## src/verilog/bis_pkg.sv

```systemverilog
/*
  Shared constants, field layouts and state types of the boot interface selector.
  Assumes one 10 MHz system clock; timer and window counts below are in cycles of it.
*/
package bis_pkg;
  // ==========================================
  // Timing
  localparam int CLK_MHZ = 10;
  localparam int MEAS_WINDOW_US = 1024;
  localparam int MEAS_WINDOW_CYC = MEAS_WINDOW_US * CLK_MHZ;
  localparam logic [15:0] SD_TMR_MAX = 16'hffff;
  // Edge counts of the divided crystal tick (two per MHz) splitting the allowed frequencies
  localparam logic [7:0] FTH_24_16 = 8'h28;
  localparam logic [7:0] FTH_16_12 = 8'h1c;
  localparam logic [7:0] FTH_12_8 = 8'h14;
  localparam logic [7:0] FTH_8_6 = 8'h0e;
  localparam logic [7:0] FTH_6_4 = 8'h0a;
  localparam logic [7:0] FTH_4_3 = 8'h07;
  localparam logic [7:0] FTH_3_2 = 8'h05;
  // ==========================================
  // Register map
  localparam logic [11:0] OFF_CTRL = 12'h000;
  localparam logic [11:0] OFF_STATUS = 12'h004;
  localparam logic [11:0] OFF_CMD_ADDR = 12'h008;
  localparam logic [11:0] OFF_CMD = 12'h00c;
  localparam logic [11:0] OFF_RESULT = 12'h010;
  localparam logic [11:0] OFF_BAUD = 12'h014;
  localparam int CTRL_GO_BIT = 0;
  localparam int CMD_OP_LSB = 0;
  localparam int CMD_CNT_LSB = 16;
  // ==========================================
  // Memory map and protocol values
  localparam logic [7:0] SYNC_BYTE = 8'h7f;
  localparam logic [31:0] FLASH_BASE = 32'h0800_0000;
  localparam logic [31:0] FLASH_LAST = 32'h0805_ffff;
  localparam logic [31:0] DATA_BASE = 32'h0808_0000;
  localparam logic [31:0] DATA_LAST = 32'h0808_1fff;
  localparam logic [31:0] OPT_BASE = 32'h1ff8_0000;
  localparam logic [31:0] OPT_LAST = 32'h1ff8_00ff;
  localparam logic [7:0] HALF_PAGE_BYTES = 8'h80;
  localparam logic [1:0] RDP_L0 = 2'h0;
  localparam logic [1:0] RDP_L1 = 2'h1;
  localparam logic [1:0] RDP_L2 = 2'h2;
  localparam logic [1:0] NACK_NONE = 2'h0;
  localparam logic [1:0] NACK_SINGLE = 2'h1;
  localparam logic [1:0] NACK_DOUBLE = 2'h2;
  localparam logic [2:0] WDG_PRESC_MAX = 3'h7;
  localparam logic [2:0] WDG_PRESC_RST = 3'h0;
  localparam logic [2:0] IF_ALL = 3'h7;
  localparam logic [2:0] IF_SER1 = 3'h1;
  localparam logic [2:0] IF_SER2 = 3'h2;
  localparam logic [2:0] IF_USB = 3'h4;
  localparam logic [2:0] IF_NONE = 3'h0;
  // ==========================================
  // Types
  typedef enum logic [2:0] {ST_STRAP, ST_POLL, ST_SER1, ST_SER2, ST_USB_MEAS, ST_USB, ST_APP} bis_state_t;
  typedef enum logic [1:0] {SD_IDLE, SD_START, SD_DATA} bis_sd_state_t;
  typedef enum logic [1:0] {RG_NONE, RG_FLASH, RG_DATA, RG_OPT} bis_region_t;
  typedef enum logic [2:0] {OP_READ, OP_WRITE, OP_ERASE, OP_MASS_ERASE, OP_PROTECT, OP_UNPROTECT} bis_op_t;
  typedef struct packed {
    logic [15:0] zero;
    logic [2:0] wdg_presc;
    logic [1:0] read_protection_level;
    logic [2:0] freq_code;
    logic sysclk_ext;
    logic [2:0] if_en;
    logic boot_mode;
    logic [2:0] state;
  } bis_status_t;
  typedef struct packed {
    logic [15:0] zero_hi;
    logic [7:0] head_bytes;
    logic [1:0] zero_lo;
    logic valid;
    logic mass_erase;
    logic auto_erase;
    logic [1:0] nack;
    logic ack;
  } bis_result_t;
endpackage : bis_pkg

```

## src/verilog/bis_meas_if.sv

```systemverilog
/*
  Handshake between the selector and the crystal frequency meter.
  Assumes both ends share the system clock.
*/
`timescale 1ns/1ps
interface bis_meas_if;
  logic start;
  logic done;
  logic [2:0] code;
  modport ctl (output start, input done, input code);
  modport meter (input start, output done, output code);
endinterface : bis_meas_if

```

## src/verilog/bis_sync_detect.sv

```systemverilog
/*
  Serial receive watcher: measures the start bit, samples eight data bits at mid-bit
  and flags the synchronisation byte together with the measured bit time.
  Assumes the receive line is synchronous to the clock and idles high.
*/
`timescale 1ns/1ps
module bis_sync_detect import bis_pkg::*; (
  input wire logic i_clk,
  input wire logic i_rst_n,
  input wire logic i_ce,
  input wire logic i_en,
  input wire logic i_rx,
  output logic o_hit,
  output logic [15:0] o_bit_time
);
  bis_sd_state_t st_reg;
  logic rx_prev_reg;
  logic [15:0] tmr_reg;
  logic [2:0] bitn_reg;
  logic [7:0] shift_reg;
  wire fall = rx_prev_reg & ~i_rx;
  wire mid_bit = tmr_reg == {1'b0, o_bit_time[15:1]};
  wire end_bit = tmr_reg == o_bit_time - 16'h0001;

  // ==========================================
  // Auto-baud from the start bit, then byte capture
  always_ff @(posedge i_clk or negedge i_rst_n) begin
    if (!i_rst_n) begin
      st_reg <= SD_IDLE;
      rx_prev_reg <= 1'b1;
      tmr_reg <= 16'h0000;
      bitn_reg <= 3'h0;
      shift_reg <= 8'h00;
      o_hit <= 1'b0;
      o_bit_time <= 16'h0000;
    end else if (i_ce) begin
      rx_prev_reg <= i_rx;
      o_hit <= 1'b0;
      if (!i_en) begin
        st_reg <= SD_IDLE;
      end else begin
        unique case (st_reg)
          SD_IDLE: if (fall) begin
            st_reg <= SD_START;
            tmr_reg <= 16'h0001;
          end
          SD_START: if (i_rx) begin
            o_bit_time <= tmr_reg;
            tmr_reg <= 16'h0000;
            bitn_reg <= 3'h0;
            st_reg <= SD_DATA;
          end else if (tmr_reg == SD_TMR_MAX) begin
            st_reg <= SD_IDLE;
          end else begin
            tmr_reg <= tmr_reg + 16'h0001;
          end
          SD_DATA: begin
            if (mid_bit) begin
              shift_reg <= {i_rx, shift_reg[7:1]};
            end
            if (end_bit) begin
              tmr_reg <= 16'h0000;
              bitn_reg <= bitn_reg + 3'h1;
              if (bitn_reg == 3'h7) begin
                st_reg <= SD_IDLE;
                o_hit <= shift_reg == SYNC_BYTE;
              end
            end else begin
              tmr_reg <= tmr_reg + 16'h0001;
            end
          end
        endcase
      end
    end
  end
endmodule : bis_sync_detect

```

## src/verilog/bis_freq_meter.sv

```systemverilog
/*
  Crystal frequency meter: counts rising edges of the divided crystal tick over a
  window timed by the internal clock and picks the nearest allowed frequency.
  Assumes the tick input is synchronous and divides the crystal by 512.
*/
`timescale 1ns/1ps
module bis_freq_meter import bis_pkg::*; #(
  parameter int WINDOW = MEAS_WINDOW_CYC
) (
  input wire logic i_clk,
  input wire logic i_rst_n,
  input wire logic i_ce,
  input wire logic i_tick,
  bis_meas_if.meter m
);
  logic run_reg;
  logic tick_prev_reg;
  logic [15:0] win_reg;
  logic [7:0] edges_reg;
  wire rise = i_tick & ~tick_prev_reg;
  wire last = win_reg == 16'(WINDOW - 1);

  // Codes follow the allowed list 24,16,12,8,6,4,3,2 MHz
  function automatic logic [2:0] pick(input logic [7:0] n);
    if (n >= FTH_24_16) return 3'h0;
    if (n >= FTH_16_12) return 3'h1;
    if (n >= FTH_12_8) return 3'h2;
    if (n >= FTH_8_6) return 3'h3;
    if (n >= FTH_6_4) return 3'h4;
    if (n >= FTH_4_3) return 3'h5;
    if (n >= FTH_3_2) return 3'h6;
    return 3'h7;
  endfunction : pick

  // ==========================================
  // Measurement against the internal clock; a drifting reference skews the pick
  always_ff @(posedge i_clk or negedge i_rst_n) begin
    if (!i_rst_n) begin
      run_reg <= 1'b0;
      tick_prev_reg <= 1'b0;
      win_reg <= 16'h0000;
      edges_reg <= 8'h00;
      m.done <= 1'b0;
      m.code <= 3'h0;
    end else if (i_ce) begin
      tick_prev_reg <= i_tick;
      m.done <= 1'b0;
      if (m.start) begin
        run_reg <= 1'b1;
        win_reg <= 16'h0000;
        edges_reg <= 8'h00;
      end else if (run_reg) begin
        win_reg <= win_reg + 16'h0001;
        if (rise && edges_reg != 8'hff) begin
          edges_reg <= edges_reg + 8'h01;
        end
        if (last) begin
          run_reg <= 1'b0;
          m.done <= 1'b1;
          m.code <= pick(edges_reg);
        end
      end
    end
  end
endmodule : bis_freq_meter

```

## src/verilog/bis_top.sv

```systemverilog
/*
  Boot interface selector: boot strap decode, interface polling and lock-on,
  clock and watchdog setup, memory command checking, APB register slave.
  Assumes APB master on the system clock and synchronous pin inputs.
*/
// What this block does
// - Internal RC clock for serial and selection
// - Measure crystal against internal clock
// - Jump restores loader registers to defaults
// - Watchdog prescaler at maximum while loading
// - Serial clock/handshake pins left unused
// - Poll all three interfaces until activity
// - Sync byte triggers auto-baud, serial loop
// - USB connect during polling selects USB loop
// - Selected interface disables the others
// - Later USB connect ignored in serial
// - Half-page writes, word-aligned, count a multiple of four
// - Data memory readable and writable
// - Data erase refused, auto-erase before write
// - Protect sets level one, unprotect zero
// - No mass erase; unprotect from level one erases flash
// - Serial protection refusal gives two NACKs
`timescale 1ns/1ps
module bis_top import bis_pkg::*; #(
  parameter int MEAS_WINDOW = MEAS_WINDOW_CYC
) (
  input wire logic I_CLK_SYS,
  input wire logic I_RST_N,
  input wire logic I_CE,
  input wire logic I_BOOT_SELECT_PRIMARY,
  input wire logic I_BOOT_SELECT_SECONDARY,
  input wire logic I_FIRST_SERIAL_RECEIVE,
  input wire logic I_SECOND_SERIAL_RECEIVE,
  input wire logic I_USB_CONNECT,
  input wire logic I_EXT_CLK_TICK,
  input wire logic I_PSEL,
  input wire logic I_PENABLE,
  input wire logic I_PWRITE,
  input wire logic [11:0] I_PADDR,
  input wire logic [31:0] I_PWDATA,
  output logic O_PREADY,
  output logic [31:0] O_PRDATA,
  output logic O_PSLVERR,
  output logic O_BOOT_MODE,
  output logic [2:0] O_IF_ENABLE,
  output logic O_SYSCLK_EXT_SEL,
  output logic [2:0] O_EXT_FREQ_CODE,
  output logic [2:0] O_WDG_PRESCALER,
  output logic [1:0] O_RDP_LEVEL,
  output logic O_MASS_ERASE_REQ,
  output logic [5:0] O_SER_AUX_OE
);
  // ==========================================
  // Decoders
  function automatic logic addr_hit(input logic [11:0] a);
    return a == OFF_CTRL || a == OFF_STATUS || a == OFF_CMD_ADDR ||
           a == OFF_CMD || a == OFF_RESULT || a == OFF_BAUD;
  endfunction : addr_hit

  function automatic bis_region_t region_of(input logic [31:0] a);
    if (a >= FLASH_BASE && a <= FLASH_LAST) return RG_FLASH;
    if (a >= DATA_BASE && a <= DATA_LAST) return RG_DATA;
    if (a >= OPT_BASE && a <= OPT_LAST) return RG_OPT;
    return RG_NONE;
  endfunction : region_of

  // ==========================================
  // State
  bis_state_t state_reg;
  bis_state_t state_next;
  bis_result_t result_reg;
  bis_result_t result_next;
  bis_status_t status_w;
  logic [31:0] addr_reg;
  logic [15:0] baud_reg;
  logic [1:0] rdp_next;
  logic mass_next;
  logic [1:0] hit;
  logic [15:0] bit_time [2];
  logic [31:0] rd_mux;

  bis_meas_if meas ();

  // ==========================================
  // APB slave: one wait state, answer registered
  wire access = I_PSEL & I_PENABLE & ~O_PREADY;
  wire done_edge = I_PSEL & I_PENABLE & O_PREADY & ~O_PSLVERR;
  wire wr_done = done_edge & I_PWRITE;
  wire go_wr = wr_done & (I_PADDR == OFF_CTRL) & I_PWDATA[CTRL_GO_BIT];
  wire cmd_wr = wr_done & (I_PADDR == OFF_CMD);
  wire addr_wr = wr_done & (I_PADDR == OFF_CMD_ADDR);

  // ==========================================
  // Interface watchers
  wire [1:0] rx_lines = {I_SECOND_SERIAL_RECEIVE, I_FIRST_SERIAL_RECEIVE};
  genvar gi;
  generate
    for (gi = 0; gi < 2; gi++) begin : g_ser
      bis_sync_detect u_det (
        .i_clk(I_CLK_SYS),
        .i_rst_n(I_RST_N),
        .i_ce(I_CE),
        .i_en(O_IF_ENABLE[gi]),
        .i_rx(rx_lines[gi]),
        .o_hit(hit[gi]),
        .o_bit_time(bit_time[gi])
      );
    end
  endgenerate

  bis_freq_meter #(.WINDOW(MEAS_WINDOW)) u_meter (
    .i_clk(I_CLK_SYS),
    .i_rst_n(I_RST_N),
    .i_ce(I_CE),
    .i_tick(I_EXT_CLK_TICK),
    .m(meas.meter)
  );

  // ==========================================
  // Selection sequence
  wire strap_boot = I_BOOT_SELECT_PRIMARY & ~I_BOOT_SELECT_SECONDARY;
  wire in_session = state_reg == ST_SER1 || state_reg == ST_SER2 || state_reg == ST_USB;
  wire in_serial = state_reg == ST_SER1 || state_reg == ST_SER2;

  always_comb begin
    state_next = state_reg;
    unique case (state_reg)
      ST_STRAP: state_next = strap_boot ? ST_POLL : ST_APP;
      ST_POLL: begin
        // USB wins a tie: a cable can appear at any moment of polling
        if (I_USB_CONNECT) begin
          state_next = ST_USB_MEAS;
        end else if (hit[0]) begin
          state_next = ST_SER1;
        end else if (hit[1]) begin
          state_next = ST_SER2;
        end
      end
      ST_USB_MEAS: if (meas.done) begin
        state_next = ST_USB;
      end
      ST_SER1, ST_SER2, ST_USB: if (go_wr) begin
        state_next = ST_APP;
      end
      ST_APP: state_next = ST_APP;
    endcase
  end

  assign meas.start = state_reg == ST_POLL && state_next == ST_USB_MEAS;

  wire loader_next = state_next != ST_STRAP && state_next != ST_APP;
  wire [2:0] if_en_next =
    (state_next == ST_POLL) ? IF_ALL :
    (state_next == ST_SER1) ? IF_SER1 :
    (state_next == ST_SER2) ? IF_SER2 :
    (state_next == ST_USB_MEAS || state_next == ST_USB) ? IF_USB : IF_NONE;
  wire sysclk_ext_next = state_next == ST_USB;
  wire [2:0] wdg_next = loader_next ? WDG_PRESC_MAX : WDG_PRESC_RST;
  wire [15:0] baud_next =
    (state_reg == ST_POLL && state_next == ST_SER1) ? bit_time[0] :
    (state_reg == ST_POLL && state_next == ST_SER2) ? bit_time[1] :
    go_wr ? 16'h0000 : baud_reg;

  // ==========================================
  // Memory command checking
  wire bis_op_t cmd_op = bis_op_t'(I_PWDATA[CMD_OP_LSB +: 3]);
  wire [15:0] cmd_cnt = I_PWDATA[CMD_CNT_LSB +: 16];
  wire bis_region_t cmd_rg = region_of(addr_reg);
  wire aligned = addr_reg[1:0] == 2'h0 && cmd_cnt[1:0] == 2'h0 && cmd_cnt != 16'h0000;
  wire [7:0] hp_off = addr_reg[7:0] & (HALF_PAGE_BYTES - 8'h01);
  wire [7:0] hp_room = HALF_PAGE_BYTES - hp_off;
  wire [7:0] head = (cmd_cnt < {8'h00, hp_room}) ? cmd_cnt[7:0] : hp_room;
  wire locked = O_RDP_LEVEL != RDP_L0;

  always_comb begin
    logic acc;
    logic rdp_refuse;
    acc = 1'b0;
    rdp_refuse = 1'b0;
    result_next = '0;
    result_next.valid = 1'b1;
    rdp_next = O_RDP_LEVEL;
    mass_next = 1'b0;
    if (in_session) begin
      unique case (cmd_op)
        OP_READ: begin
          rdp_refuse = locked;
          acc = !locked && cmd_rg != RG_NONE;
        end
        OP_WRITE: begin
          rdp_refuse = locked;
          acc = !locked && aligned && cmd_rg != RG_NONE;
          result_next.auto_erase = acc && cmd_rg == RG_DATA;
          result_next.head_bytes = (acc && cmd_rg == RG_FLASH) ? head : 8'h00;
        end
        OP_ERASE: acc = cmd_rg == RG_FLASH;
        OP_MASS_ERASE: acc = 1'b0;
        OP_PROTECT: begin
          acc = O_RDP_LEVEL != RDP_L2;
          rdp_next = acc ? RDP_L1 : O_RDP_LEVEL;
        end
        OP_UNPROTECT: begin
          acc = O_RDP_LEVEL != RDP_L2;
          rdp_next = acc ? RDP_L0 : O_RDP_LEVEL;
          mass_next = acc && O_RDP_LEVEL == RDP_L1;
        end
        default: acc = 1'b0;
      endcase
    end
    result_next.ack = acc;
    result_next.mass_erase = mass_next;
    result_next.nack = acc ? NACK_NONE : (rdp_refuse && in_serial) ? NACK_DOUBLE : NACK_SINGLE;
  end

  // ==========================================
  // Read view
  always_comb begin
    status_w = '0;
    status_w.state = state_reg;
    status_w.boot_mode = O_BOOT_MODE;
    status_w.if_en = O_IF_ENABLE;
    status_w.sysclk_ext = O_SYSCLK_EXT_SEL;
    status_w.freq_code = O_EXT_FREQ_CODE;
    status_w.read_protection_level = O_RDP_LEVEL;
    status_w.wdg_presc = O_WDG_PRESCALER;
  end

  assign rd_mux =
    (I_PADDR == OFF_STATUS) ? status_w :
    (I_PADDR == OFF_CMD_ADDR) ? addr_reg :
    (I_PADDR == OFF_RESULT) ? result_reg :
    (I_PADDR == OFF_BAUD) ? {16'h0000, baud_reg} : 32'h0000_0000;

  // ==========================================
  // Flops
  always_ff @(posedge I_CLK_SYS or negedge I_RST_N) begin
    if (!I_RST_N) begin
      O_PREADY <= 1'b0;
      O_PSLVERR <= 1'b0;
      O_PRDATA <= 32'h0000_0000;
    end else if (I_CE) begin
      O_PREADY <= access;
      O_PSLVERR <= access & ~addr_hit(I_PADDR);
      O_PRDATA <= (access & ~I_PWRITE & addr_hit(I_PADDR)) ? rd_mux : 32'h0000_0000;
    end
  end

  always_ff @(posedge I_CLK_SYS or negedge I_RST_N) begin
    if (!I_RST_N) begin
      state_reg <= ST_STRAP;
      O_BOOT_MODE <= 1'b0;
      O_IF_ENABLE <= IF_NONE;
      O_SYSCLK_EXT_SEL <= 1'b0;
      O_WDG_PRESCALER <= WDG_PRESC_RST;
      baud_reg <= 16'h0000;
      O_SER_AUX_OE <= 6'h00;
    end else if (I_CE) begin
      state_reg <= state_next;
      if (state_reg == ST_STRAP) begin
        O_BOOT_MODE <= strap_boot;
      end
      O_IF_ENABLE <= if_en_next;
      O_SYSCLK_EXT_SEL <= sysclk_ext_next;
      O_WDG_PRESCALER <= wdg_next;
      baud_reg <= baud_next;
      // Clock and handshake pins stay released for other functions
      O_SER_AUX_OE <= 6'h00;
    end
  end

  always_ff @(posedge I_CLK_SYS or negedge I_RST_N) begin
    if (!I_RST_N) begin
      O_EXT_FREQ_CODE <= 3'h0;
      addr_reg <= 32'h0000_0000;
      result_reg <= '0;
      O_RDP_LEVEL <= RDP_L0;
      O_MASS_ERASE_REQ <= 1'b0;
    end else if (I_CE) begin
      if (meas.done) begin
        O_EXT_FREQ_CODE <= meas.code;
      end else if (go_wr) begin
        O_EXT_FREQ_CODE <= 3'h0;
      end
      if (addr_wr) begin
        addr_reg <= I_PWDATA;
      end else if (go_wr) begin
        addr_reg <= 32'h0000_0000;
      end
      if (cmd_wr) begin
        result_reg <= result_next;
        O_RDP_LEVEL <= rdp_next;
      end else if (go_wr) begin
        result_reg <= '0;
      end
      O_MASS_ERASE_REQ <= cmd_wr & mass_next;
    end
  end
endmodule : bis_top

```

## config.mk

```make
export PLATFORM = sky130hd
export DESIGN_NAME = bis_top
export DESIGN_NICKNAME = d
export VERILOG_FILES = /design/src/verilog/bis_pkg.sv /design/src/verilog/bis_meas_if.sv /design/src/verilog/bis_sync_detect.sv /design/src/verilog/bis_freq_meter.sv /design/src/verilog/bis_top.sv
export SDC_FILE = /design/constraint.sdc
export NUM_CORES = 1
export LEC_CHECK = 0
export BUFFER_PORTS_ARGS = -buffer_cell sky130_fd_sc_hd__buf_2
export CORE_UTILIZATION = 54
export DETAILED_ROUTE_END_ITERATION = 12
export GPL_TIMING_DRIVEN = 0
export PLACE_DENSITY = 0.77
export SLEW_MARGIN = 20
export SYNTH_ARGS = -nofsm -noshare
export SYNTH_HDL_FRONTEND = slang
export SYNTH_SLANG_ARGS = --single-unit
```

## constraint.sdc

```tcl
create_clock -name I_CLK_SYS -period 4 [get_ports I_CLK_SYS]
set_input_delay 0.6 -clock I_CLK_SYS [delete_from_list [all_inputs] [get_ports I_CLK_SYS]]
set_output_delay 0.6 -clock I_CLK_SYS [all_outputs]
set_load 0.05 [all_outputs]
```

==> results of run 1 <==
-- cell families (layout without fill, tap and decap cells) --
kind of cell               after synthesis  after routing  synth area share [%]
xor gates and xnor gates                86             86                 5.732
muxes                                   64             64                 5.208
AOI/OAI and AO/OA                      321            321                 17.68
other                                    1              7               0.02854
DFF                                    234            234                 44.58
and+or+nand+nor                        486            486                 18.89
buffers and inverters                  158            306                 5.313
adders and majority gates               27             27                 2.571
-- final timing paths --
kind	cells past startpoint	slack [ps]	to
worst max-delay path	13	250	g_ser[0].u_det.tmr_reg[12]
worst min-delay path	1	110	u_meter.win_reg[4]
worst max register to register	13	250	g_ser[0].u_det.tmr_reg[12]
min in group I_CLK_SYS	2	310	addr_reg[9]
worst min register to register	2	480	baud_reg[2]
max in group asynchronous	2	3010	g_ser[0].u_det.rx_prev_reg
-- power breakdown --
group	leakage [nW]	internal [mW]	switching (mW)
Combinational	3.20	0.347	0.559
Sequential	3.21	2.44	0.0957
Clock	0.388	1.30	0.946
Total	6.79	4.09	1.60
-- cell usage in the layout, fill, tap and decap left out, drive strengths merged, types with 32 or more instances in the layout --
master and instances:
dfrtp 232, nand2 148, buf 137, clkbuf 122, nor2 85, o21ai 77, a22o 61, nand3 45
xnor2 44, xor2 42, inv 38, mux2 35, a21oi 32
-- worst max-delay path, cell delays in order, from the launching register on --
cell and delay, ps:
dfrtp_1 450, inv_1 100, ha_1 260, or4b_4 490, buf_6 150, or3_1 340, a21o_1 190, a2111oi_2 410
nand4_1 230, o21a_1 370, buf_2 240, buf_4 190, a21oi_1 140, a31oi_1 50
-- metal layers --
metal / up-vias / track usage (%) / share of wire, %
met5: - / 0 / 0
met4: 0 / 8.883 / 2.9
met3: 73 / 4.079 / 6.5
met2: 405 / 45.98 / 47
met1: 5418 / 37.40 / 43
li1: 5256 / - / -
-- layout make-up --
cell class	instances	share of cell area, %
multi-input cells	991	44.29
flip-flops and latches	234	39.23
clock buffers	35	4.776
repair buffers	105	3.904
plain buffers	119	3.695
well taps	319	2.673
inverters	39	0.9803
clock inverters	8	0.4524
-- metrics by stage --
stage                     area (um^2)  TNS, ps  hold WS (ps)  worst slack (ps)  std cells
after detailed placement        14150        0         466.6             153.0       1807
after CTS                       14930        0         143.3             288.3       1850
after global placement          14070  -404560         460.2             -1768       1804
after global routing            14930        0         169.4             36.66       1850
after floorplan                 13160        0         304.4             754.2       1383
final                           14930        0         114.6             246.0       1850
==> summary.md, run 1 <==
| Metric | Value |
|---|---|
| Row cnt | `56` |
| CTS hold repair buffers | `0` |
| Routability cong. | `0.9238` |
| Inserted Clock Buffers | `25` |
| Final worst-path cycle share | `93.85%` |
| Syn. warnings | `0` |
| Initial core utilization | `55.49%` |
| Clock Latency Late Sink | `520 ps` |
| CP startpoint kind | `register` |
| Final Max Slew Viols | `0` |
| Synth top cells by count | `dfrtp_1 (232), nand2_1 (147), clkbuf_1 (87), nor2_1 (84), o21ai_0 (67)` |
| Post-CTS Setup Repair Bufs | `0` |
| First-pass GRT wire length | `55,120 um` |
| Worst setup EP type | `register` |
| DIE AREA | `0.02496 mm^2` |
| Final core occ | `63.05%` |
| Setup Skew | `11.31 ps` |
| DRT Pass-1 Iters | `5` |
| Top-area cell type share of the netlist area | `44.18%` |
| Overall Global Routing Usage | `27.76%` |
| Max frequency | `0.2664 GHz` |
| Final setup fails | `0` |
| Antenna fix cells | `0` |
| Number of global-route vias before repair | `10,520` |
| Die width | `158 um` |
| DRC | `0` |
| IO buf count | `102` |
| Hold crit path type | `in2async` |
| Post-synth top flop | `dfrtp_1` |
| CP arrival | `4130 ps` |
| Worst-Margin Slew | `1023 ps` |
| Clk sinks | `234` |
| Vias | `11,150` |
| Filler cells | `1,955` |
| Worst Path Required | `4370 ps` |
| Layout cell share with drive strength beyond 1 | `14.89%` |
| Ys async rst share | `100.0%` |
| Power density over cell area | `381.2 mW/mm^2` |
| GRT overflow | `0` |
| Layout Nets | `1,598` |
| Post-synth EDFFs | `0` |
| Via/cell ratio | `6.028` |
| Distinct cells, synth | `80` |
| DRT Wirelength | `34,140 um` |
| Clock Path Buffers | `3` |
| Dominant cells by area after synthesis | `dfrtp_1 (44%), nand2_1 (4.2%), a22o_1 (4.1%)` |
| Crit-path max FO | `10` |
| Critical path class | `reg2reg` |
| RSZ-0062 raised after global routing | `false` |
| Clock-pin slew on the worst setup and hold paths | `60 ps` |
| Post-synthesis register bit count | `234` |
| Register area share after synthesis | `44.58%` |
| Most common cell in the netlist | `dfrtp_1` |
| Gate Count Post-Synth | `1,377` |
| CTS tree | `built` |
| Clock Root Buffer | `clkbuf_16` |
| CTS HTree Levels | `1` |
| Multi-input logic area | `0.006614 mm^2` |
| Mapped Area | `0.01314 mm^2` |
| Largest net degree at the start of global routing | `95` |
| Pwr Total | `5.692 mW` |
| CP Launch Point | `g_ser[0].u_det.o_bit_time[1]` |
| Final Hold Vio Count | `0` |
| Crit path time final | `3754 ps` |
| Status | `completed` |
| DPL Wire Length | `24,710 um` |
| Area growth from synthesis to layout | `13.63%` |
| Core area | `0.02368 mm^2` |
| Num ports | `110` |
| Leakage | `6.792 nW` |
| Initial antenna violation count | `0` |
| Reg-to-reg startpoint | `g_ser[0].u_det.o_bit_time[1]` |
| Die Y | `158 um` |
| Post-synth top area cell | `dfrtp_1` |
| Avg Cell Area, Syn | `9.543 um^2` |
| Routed Antenna Nets | `0` |
| Maxcap violations | `0` |
| Post-CTS sizing | `0` |
| Relative slew slack | `31.21%` |
| Peak supply drop | `0.0003159 V` |
| FF/Latch Area | `0.005858 mm^2` |
| Drt first-iter violations | `1,090` |
| WL/cell | `18.45 um` |
Power figures use the tool's default switching activity.
==> run 2, diff against run 1 <==
--- a/config.mk
+++ b/config.mk
@@ -10,6 +10,7 @@
 export DETAILED_ROUTE_END_ITERATION = 12
 export GPL_TIMING_DRIVEN = 0
 export PLACE_DENSITY = 0.77
+export REMOVE_ABC_BUFFERS = 1
 export SLEW_MARGIN = 20
 export SYNTH_ARGS = -nofsm -noshare
 export SYNTH_HDL_FRONTEND = slang
==> run 2 against run 1 <==
Against the previous run:
- clock power hardly changed
- worst hold slack better by 170 ps
- non-clock buffer count is 115 lower
- clock-buffer cell count is 3 higher
- via count is 5.1% lower
- global-route usage is 1.9 points lower
- sequential cell count stayed put
- critical endpoint is now g_ser[1].u_det.tmr_reg[14]
- critical path depth is 3 lower
- worst setup slack better by 70 ps
- first-iteration DRC count is 21% lower
- combinational power is 10% lower
==> summary.md, run 2 (same netlist as run 1, synthesis figures left out) <==
| Metric | Value |
|---|---|
| Clock Root Buffer | `clkbuf_16` |
| Number of global-route vias before repair | `10,070 (-4.3%)` |
| Peak supply drop | `0.0002759 V (-13%)` |
| DPL Wire Length | `22,490 um (-9.0%)` |
| Num ports | `110 (unchanged)` |
| Crit path time final | `3684 ps (-69.72 ps)` |
| Layout Nets | `1,483 (-7.2%)` |
| Drt first-iter violations | `862 (-21%)` |
| Worst setup margin | `315.7 ps (+69.72 ps)` |
| Post-CTS sizing | `0 (unchanged)` |
| Worst Path Required | `4410 ps (+40 ps)` |
| Layout cell share with drive strength beyond 1 | `14.61% (-0.28 points)` |
| CTS tree | `built` |
| DRC | `0 (unchanged)` |
| IO buf count | `102 (unchanged)` |
| WL/cell | `18.36 um (-0.50%)` |
| Die Y | `158 um (unchanged)` |
| Pwr Total | `5.635 mW (-1.0%)` |
| Top cell by count, worst path | `a211oi_1` |
| Most common cell after layout, fill and taps aside | `dfrtp_1` |
| Crit-path max cell delay | `610 ps (+120 ps)` |
| Hold Path Depth | `2` |
| Power density over cell area | `389.1 mW/mm^2 (+2.1%)` |
| Die width | `158 um (unchanged)` |
| Initial antenna violation count | `0 (unchanged)` |
| Maxcap violations | `0 (unchanged)` |
| Final Max Slew Viols | `0 (unchanged)` |
| Leakage | `6.567 nW (-3.3%)` |
| Crit-path cells | `inv_1 > ha_1 > or4b_1 > or4_1 > a211oi_1 > a211oi_1 > a2111oi_4 > a31o_4 > nor2_2 > a221o_1` |
| Critical path class | `reg2reg` |
| Final Hold Vio Count | `0 (unchanged)` |
| Setup Skew | `12.13 ps (+0.8178 ps)` |
| CP Launch Point | `g_ser[1].u_det.o_bit_time[1]` |
| RSZ-0062 raised after global routing | `false` |
| Area growth from synthesis to layout | `10.20%` |
| DRT Wirelength | `31,880 um (-6.6%)` |
| Worst Reg-to-Reg Cells | `10 (-3)` |
| Routed Antenna Nets | `0 (unchanged)` |
| CTS hold repair buffers | `1 (+1)` |
| Via/cell ratio | `6.096 (+1.1%)` |
| Relative slew slack | `29.05% (-2.2 points)` |
| Final setup fails | `0 (unchanged)` |
| Hold crit path type | `in2reg` |
| Core area | `0.02368 mm^2 (unchanged)` |
| Crit-path slowest cell | `or4b_1` |
| Largest net degree at the start of global routing | `101 (+6.3%)` |
| Hold Path Origin | `I_PWDATA[14]` |
| Routability cong. | `0.8762 (-5.2%)` |
| CP startpoint kind | `register` |
| Max frequency | `0.2714 GHz (+1.9%)` |
| Clock Latency Late Sink | `530 ps (about the same)` |
| Pre-CTS WS | `-83.95 ps (-236.9 ps)` |
| DIE AREA | `0.02496 mm^2 (unchanged)` |
| Crit-path max FO | `16 (+6)` |
| Final worst-path cycle share | `92.11% (-1.7 points)` |
| Clock-pin slew on the worst setup and hold paths | `60 ps (about the same)` |
| Clk sinks | `234 (unchanged)` |
| Overall Global Routing Usage | `25.86% (-1.9 points)` |
| CP arrival | `4100 ps (-30 ps)` |
| Reg-to-reg startpoint | `g_ser[1].u_det.o_bit_time[1]` |
| Post-CTS Setup Repair Bufs | `0 (unchanged)` |
| CTS HTree Levels | `1 (unchanged)` |
| First-pass GRT wire length | `51,740 um (-6.1%)` |
| Clock Path Buffers | `3 (unchanged)` |
| GRT overflow | `0 (unchanged)` |
| Initial core utilization | `55.49% (unchanged)` |
| Vias | `10,580 (-5.1%)` |
| DRT Pass-1 Iters | `5 (unchanged)` |
| Worst setup EP type | `register` |
| Row cnt | `56 (unchanged)` |
| Worst-Margin Slew | `1061 ps (+37.43 ps)` |
| Highest-count cells in the layout ignoring fill and taps | `dfrtp_1 (232), nand2_1 (147), buf_2 (101)` |
| Status | `completed` |
| Antenna fix cells | `0 (unchanged)` |
| Inserted Clock Buffers | `25 (unchanged)` |
==> run 2: final cells by class <==
class                      count  area [um^2]
timing repair buffer         109        646.9
clock buffer                  38        724.4
tap                          319        399.1
multi-input combinational    991         6645
fill                        1964         9201
sequential                   234         5858
inverter                      39        146.4
clock inverter                 6        61.31
==> run 2: per-stage QoR <==
stage,instances,util [%],hold WS [ps],setup TNS [ps],instance area (um^2)
floorplan,1264,-,304.4,0,12610
detailed placement,1691,57.76,465.4,-1453,13680
global placement,1685,57.10,459.6,-455050,13520
CTS,1736,61.12,275.7,0,14480
finish,1736,61.15,287.6,0,14480
global route,1736,61.15,288.5,0,14480
==> run 2: critical path, delay by kind of cell (launching register included) <==
kind            cells  cell delay, ps
compound gates      5            1480
buf+inv             1              90
flops               1             460
simple gates        3            1280
fa+ha+maj           1             250
==> run 2: worst paths after layout <==
check	end	slack, ps
setup / recovery	g_ser[1].u_det.tmr_reg[14]	320
hold / removal	addr_reg[14]	290
setup reg to reg	g_ser[1].u_det.tmr_reg[14]	320
hold reg to reg	result_reg[5]	480
max in group asynchronous	g_ser[0].u_det.rx_prev_reg	2220
min in group asynchronous	u_meter.win_reg[5]	550
==> run 2: report_power, final <==
group	switching (mW)	internal [mW]	leakage [nW]	total (mW)
registers	0.134	2.44	3.21	2.58
clock network	0.932	1.31	0.389	2.24
logic	0.503	0.314	2.97	0.816
total	1.57	4.07	6.57	5.63
==> run 2: per-layer routing <==
layer | GRT usage [%] | part of all wire, %
met5 | 0 | 0
met4 | 7.921 | 2.4
met3 | 3.367 | 5.9
met2 | 42.96 | 47
met1 | 35.21 | 44
==> run 3, diff against run 2 <==
--- a/config.mk
+++ b/config.mk
@@ -9,8 +9,8 @@
 export CORE_UTILIZATION = 54
 export DETAILED_ROUTE_END_ITERATION = 12
 export GPL_TIMING_DRIVEN = 0
+export MAX_ROUTING_LAYER = met4
 export PLACE_DENSITY = 0.77
-export REMOVE_ABC_BUFFERS = 1
 export SLEW_MARGIN = 20
 export SYNTH_ARGS = -nofsm -noshare
 export SYNTH_HDL_FRONTEND = slang
==> run 3 against run 2 <==
Against the previous run:
- combinational power grew 12%
- design area grew 3.9%
- non-clock buffer count grew 115
- worst hold slack lost 230 ps
- sequential share of layout area shrank 1.5 points
- global-route usage grew 3.0 points
- clock power grew 10%
- critical path type unchanged
- worst setup slack lost 62 ps
==> summary.md, run 3 (same netlist as run 1, synthesis figures left out) <==
| Metric | Value |
|---|---|
| Status | `completed` |
| Maxcap violations | `0 (unchanged)` |
| Pre-CTS WS | `123.5 ps (+207.4 ps)` |
| Peak supply drop | `0.0002914 V (+5.6%)` |
| Clk sinks | `234 (unchanged)` |
| DIE AREA | `0.02496 mm^2 (unchanged)` |
| Die width | `158 um (unchanged)` |
| Core area | `0.02368 mm^2 (unchanged)` |
| Final core occ | `63.54% (+2.4 points)` |
| Final worst-path cycle share | `93.66% (+1.6 points)` |
| Crit-path slowest cell | `or4b_4` |
| Combinational share of power | `15.4% (+0.9 points)` |
| Number of global-route vias before repair | `10,720 (+6.5%)` |
| Relative slew slack | `30.60% (+1.6 points)` |
| Layout Nets | `1,599 (+7.8%)` |
| First-pass GRT wire length | `55,410 um (+7.1%)` |
| Antenna fix cells | `0 (unchanged)` |
| WL/cell | `18.60 um (+1.3%)` |
| Crit-path max FO | `10 (-6)` |
| Worst setup margin | `253.4 ps (-62.29 ps)` |
| Via/cell ratio | `5.991 (-1.7%)` |
| Worst Reg-to-Reg Cells | `13 (+3)` |
| Final Max Slew Viols | `0 (unchanged)` |
| Drt first-iter violations | `1,050 (+22%)` |
| Post-CTS sizing | `0 (unchanged)` |
| Worst setup EP type | `register` |
| Highest-count cells in the layout ignoring fill and taps | `dfrtp_1 (232), nand2_1 (147), buf_2 (110)` |
| Multi-input logic area | `0.006614 mm^2 (-0.47%)` |
| Layout cell share with drive strength beyond 1 | `15.25% (+0.65 points)` |
| Inserted Clock Buffers | `26 (+4.0%)` |
| Initial core utilization | `55.49% (unchanged)` |
| Area growth from synthesis to layout | `14.50%` |
| Leakage | `6.849 nW (+4.3%)` |
| Most common cell after layout, fill and taps aside | `dfrtp_1` |
| Int Pwr | `4.294 mW (+5.6%)` |
| CTS hold repair buffers | `0 (-1)` |
| Num ports | `110 (unchanged)` |
| Power density over cell area | `393.4 mW/mm^2 (+1.1%)` |
| CP startpoint kind | `register` |
| Sw power | `1.625 mW (+3.6%)` |
| Routed Antenna Nets | `0 (unchanged)` |
| Clock Path Buffers | `3 (unchanged)` |
| Row cnt | `56 (unchanged)` |
| Vias | `11,100 (+4.9%)` |
| Finished Layout Cells | `1,853 (+6.7%)` |
| Die Y | `158 um (unchanged)` |
| DRT Wirelength | `34,470 um (+8.2%)` |
| Initial antenna violation count | `0 (unchanged)` |
| Final setup fails | `0 (unchanged)` |
| Post-CTS Setup Repair Bufs | `0 (unchanged)` |
| DRC | `0 (unchanged)` |
| RSZ-0062 raised after global routing | `false` |
| CTS tree | `built` |
| Final Hold Vio Count | `0 (unchanged)` |
| Largest net degree at the start of global routing | `84 (-17%)` |
| Clock-pin slew on the worst setup and hold paths | `60 ps (about the same)` |
| Crit path time final | `3747 ps (+62.29 ps)` |
| CP arrival | `4120 ps (+20 ps)` |
| Crit-path max cell delay | `490 ps (-120 ps)` |
| DPL Wire Length | `24,990 um (+11%)` |
| DRT Pass-1 Iters | `6 (+1)` |
| Worst Path Required | `4370 ps (-40 ps)` |
| Hold crit path type | `in2async` |
| Switch share | `27.46% (-0.38 points)` |
| Worst-Margin Slew | `1032 ps (-28.49 ps)` |
| Clock power share | `41.7% (+1.9 points)` |
| Setup Skew | `9.715 ps (-2.414 ps)` |
| Overall Global Routing Usage | `28.87% (+3.0 points)` |
| Clock Root Buffer | `clkbuf_16` |
| FF/Latch Area | `0.005858 mm^2 (unchanged)` |
| Sequential fraction of design power | `42.9% (-2.9 points)` |
| Routability cong. | `0.9235 (+5.4%)` |
| CTS HTree Levels | `1 (unchanged)` |
| Critical path class | `reg2reg` |
| Placed insts | `1,807 (+6.9%)` |
| Crit-path cells | `inv_1 > ha_1 > or4b_4 > buf_6 > or3_1 > a21o_1 > a2111oi_2 > nand4_1 > o21a_1 > buf_2 > buf_4 > a21oi_1 > a31oi_1` |
| GRT overflow | `0 (unchanged)` |
| Clock Latency Late Sink | `530 ps (about the same)` |
| Filler cells | `1,934 (-1.5%)` |
| Max frequency | `0.2669 GHz (-1.7%)` |
| IO buf count | `102 (unchanged)` |
run 3: changes by cell type in the layout (fill, tap and decap cells not counted), sizes merged:
cell | previous run | this run
clkbuf | 38 | 124
buf | 108 | 137
bufinv | 1 | 2
clkinv | 5 | 6
clkinvlp | 0 | 1
dlygate4sd3 | 1 | 0
run 3: metrics by stage:
| step | power (mW) | setup TNS [ps] | cell area, um^2 | hold slack, ps |
|---|---|---|---|---|
| global route | 6.158 | 0 | 15050 | 91.93 |
| floorplan | 3.199 | 0 | 13160 | 304.4 |
| finish | 5.920 | 0 | 15050 | 54.87 |
| CTS | 5.947 | 0 | 15050 | 59.85 |
| detailed placement | 3.483 | 0 | 14150 | 466.5 |
| global placement | 3.446 | -409080 | 14070 | 459.9 |
run 3: worst max-delay path, delay by kind of cell (launching register included):
family	cells	cell delay, ps
AOI/OAI and AO/OA	5	1150
and+or+nand+nor	3	1050
buffers and inverters	4	690
DFF	1	440
adders and majority gates	1	250
run 3: area by class of cell:
| class | count | area share, % |
|---|---|---|
| tap | 319 | 2.653 |
| clock buffer | 37 | 5.272 |
| sequential | 234 | 38.93 |
| buffer | 119 | 3.667 |
| clock inverter | 9 | 0.6735 |
| timing repair buffer | 105 | 3.875 |
| multi-input combinational | 991 | 43.95 |
| inverter | 39 | 0.9729 |
run 3: power groups by stage:
stage	logic, mW	registers (mW)	clock network (mW)
finish	0.913	2.54	2.47
global route	1.01	2.55	2.59
CTS	0.908	2.54	2.50
detailed placement	0.903	2.58	0
global placement	0.869	2.58	0
floorplan	0.627	2.57	0
run 3: final timing paths:
check                                             start                         end  slack [ps]
min in group I_CLK_SYS                      I_PWDATA[9]                 addr_reg[9]         290
max in group asynchronous                       I_RST_N  g_ser[0].u_det.tmr_reg[10]        3130
hold / removal                                  I_RST_N        u_meter.edges_reg[3]          50
setup / recovery           g_ser[0].u_det.o_bit_time[1]  g_ser[0].u_det.tmr_reg[11]         250
hold reg to reg              g_ser[0].u_det.rx_prev_reg  g_ser[0].u_det.rx_prev_reg         480
setup reg to reg           g_ser[0].u_det.o_bit_time[1]  g_ser[0].u_det.tmr_reg[11]         250
run 3: layer usage:
metal	vias to the layer above	track usage, %	part of all wire [%]
met3	63	3.832	5.8
met5	-	-	0
li1	5250	-	-
met4	0	8.471	2.3
met2	376	47.20	48
met1	5413	37.52	43
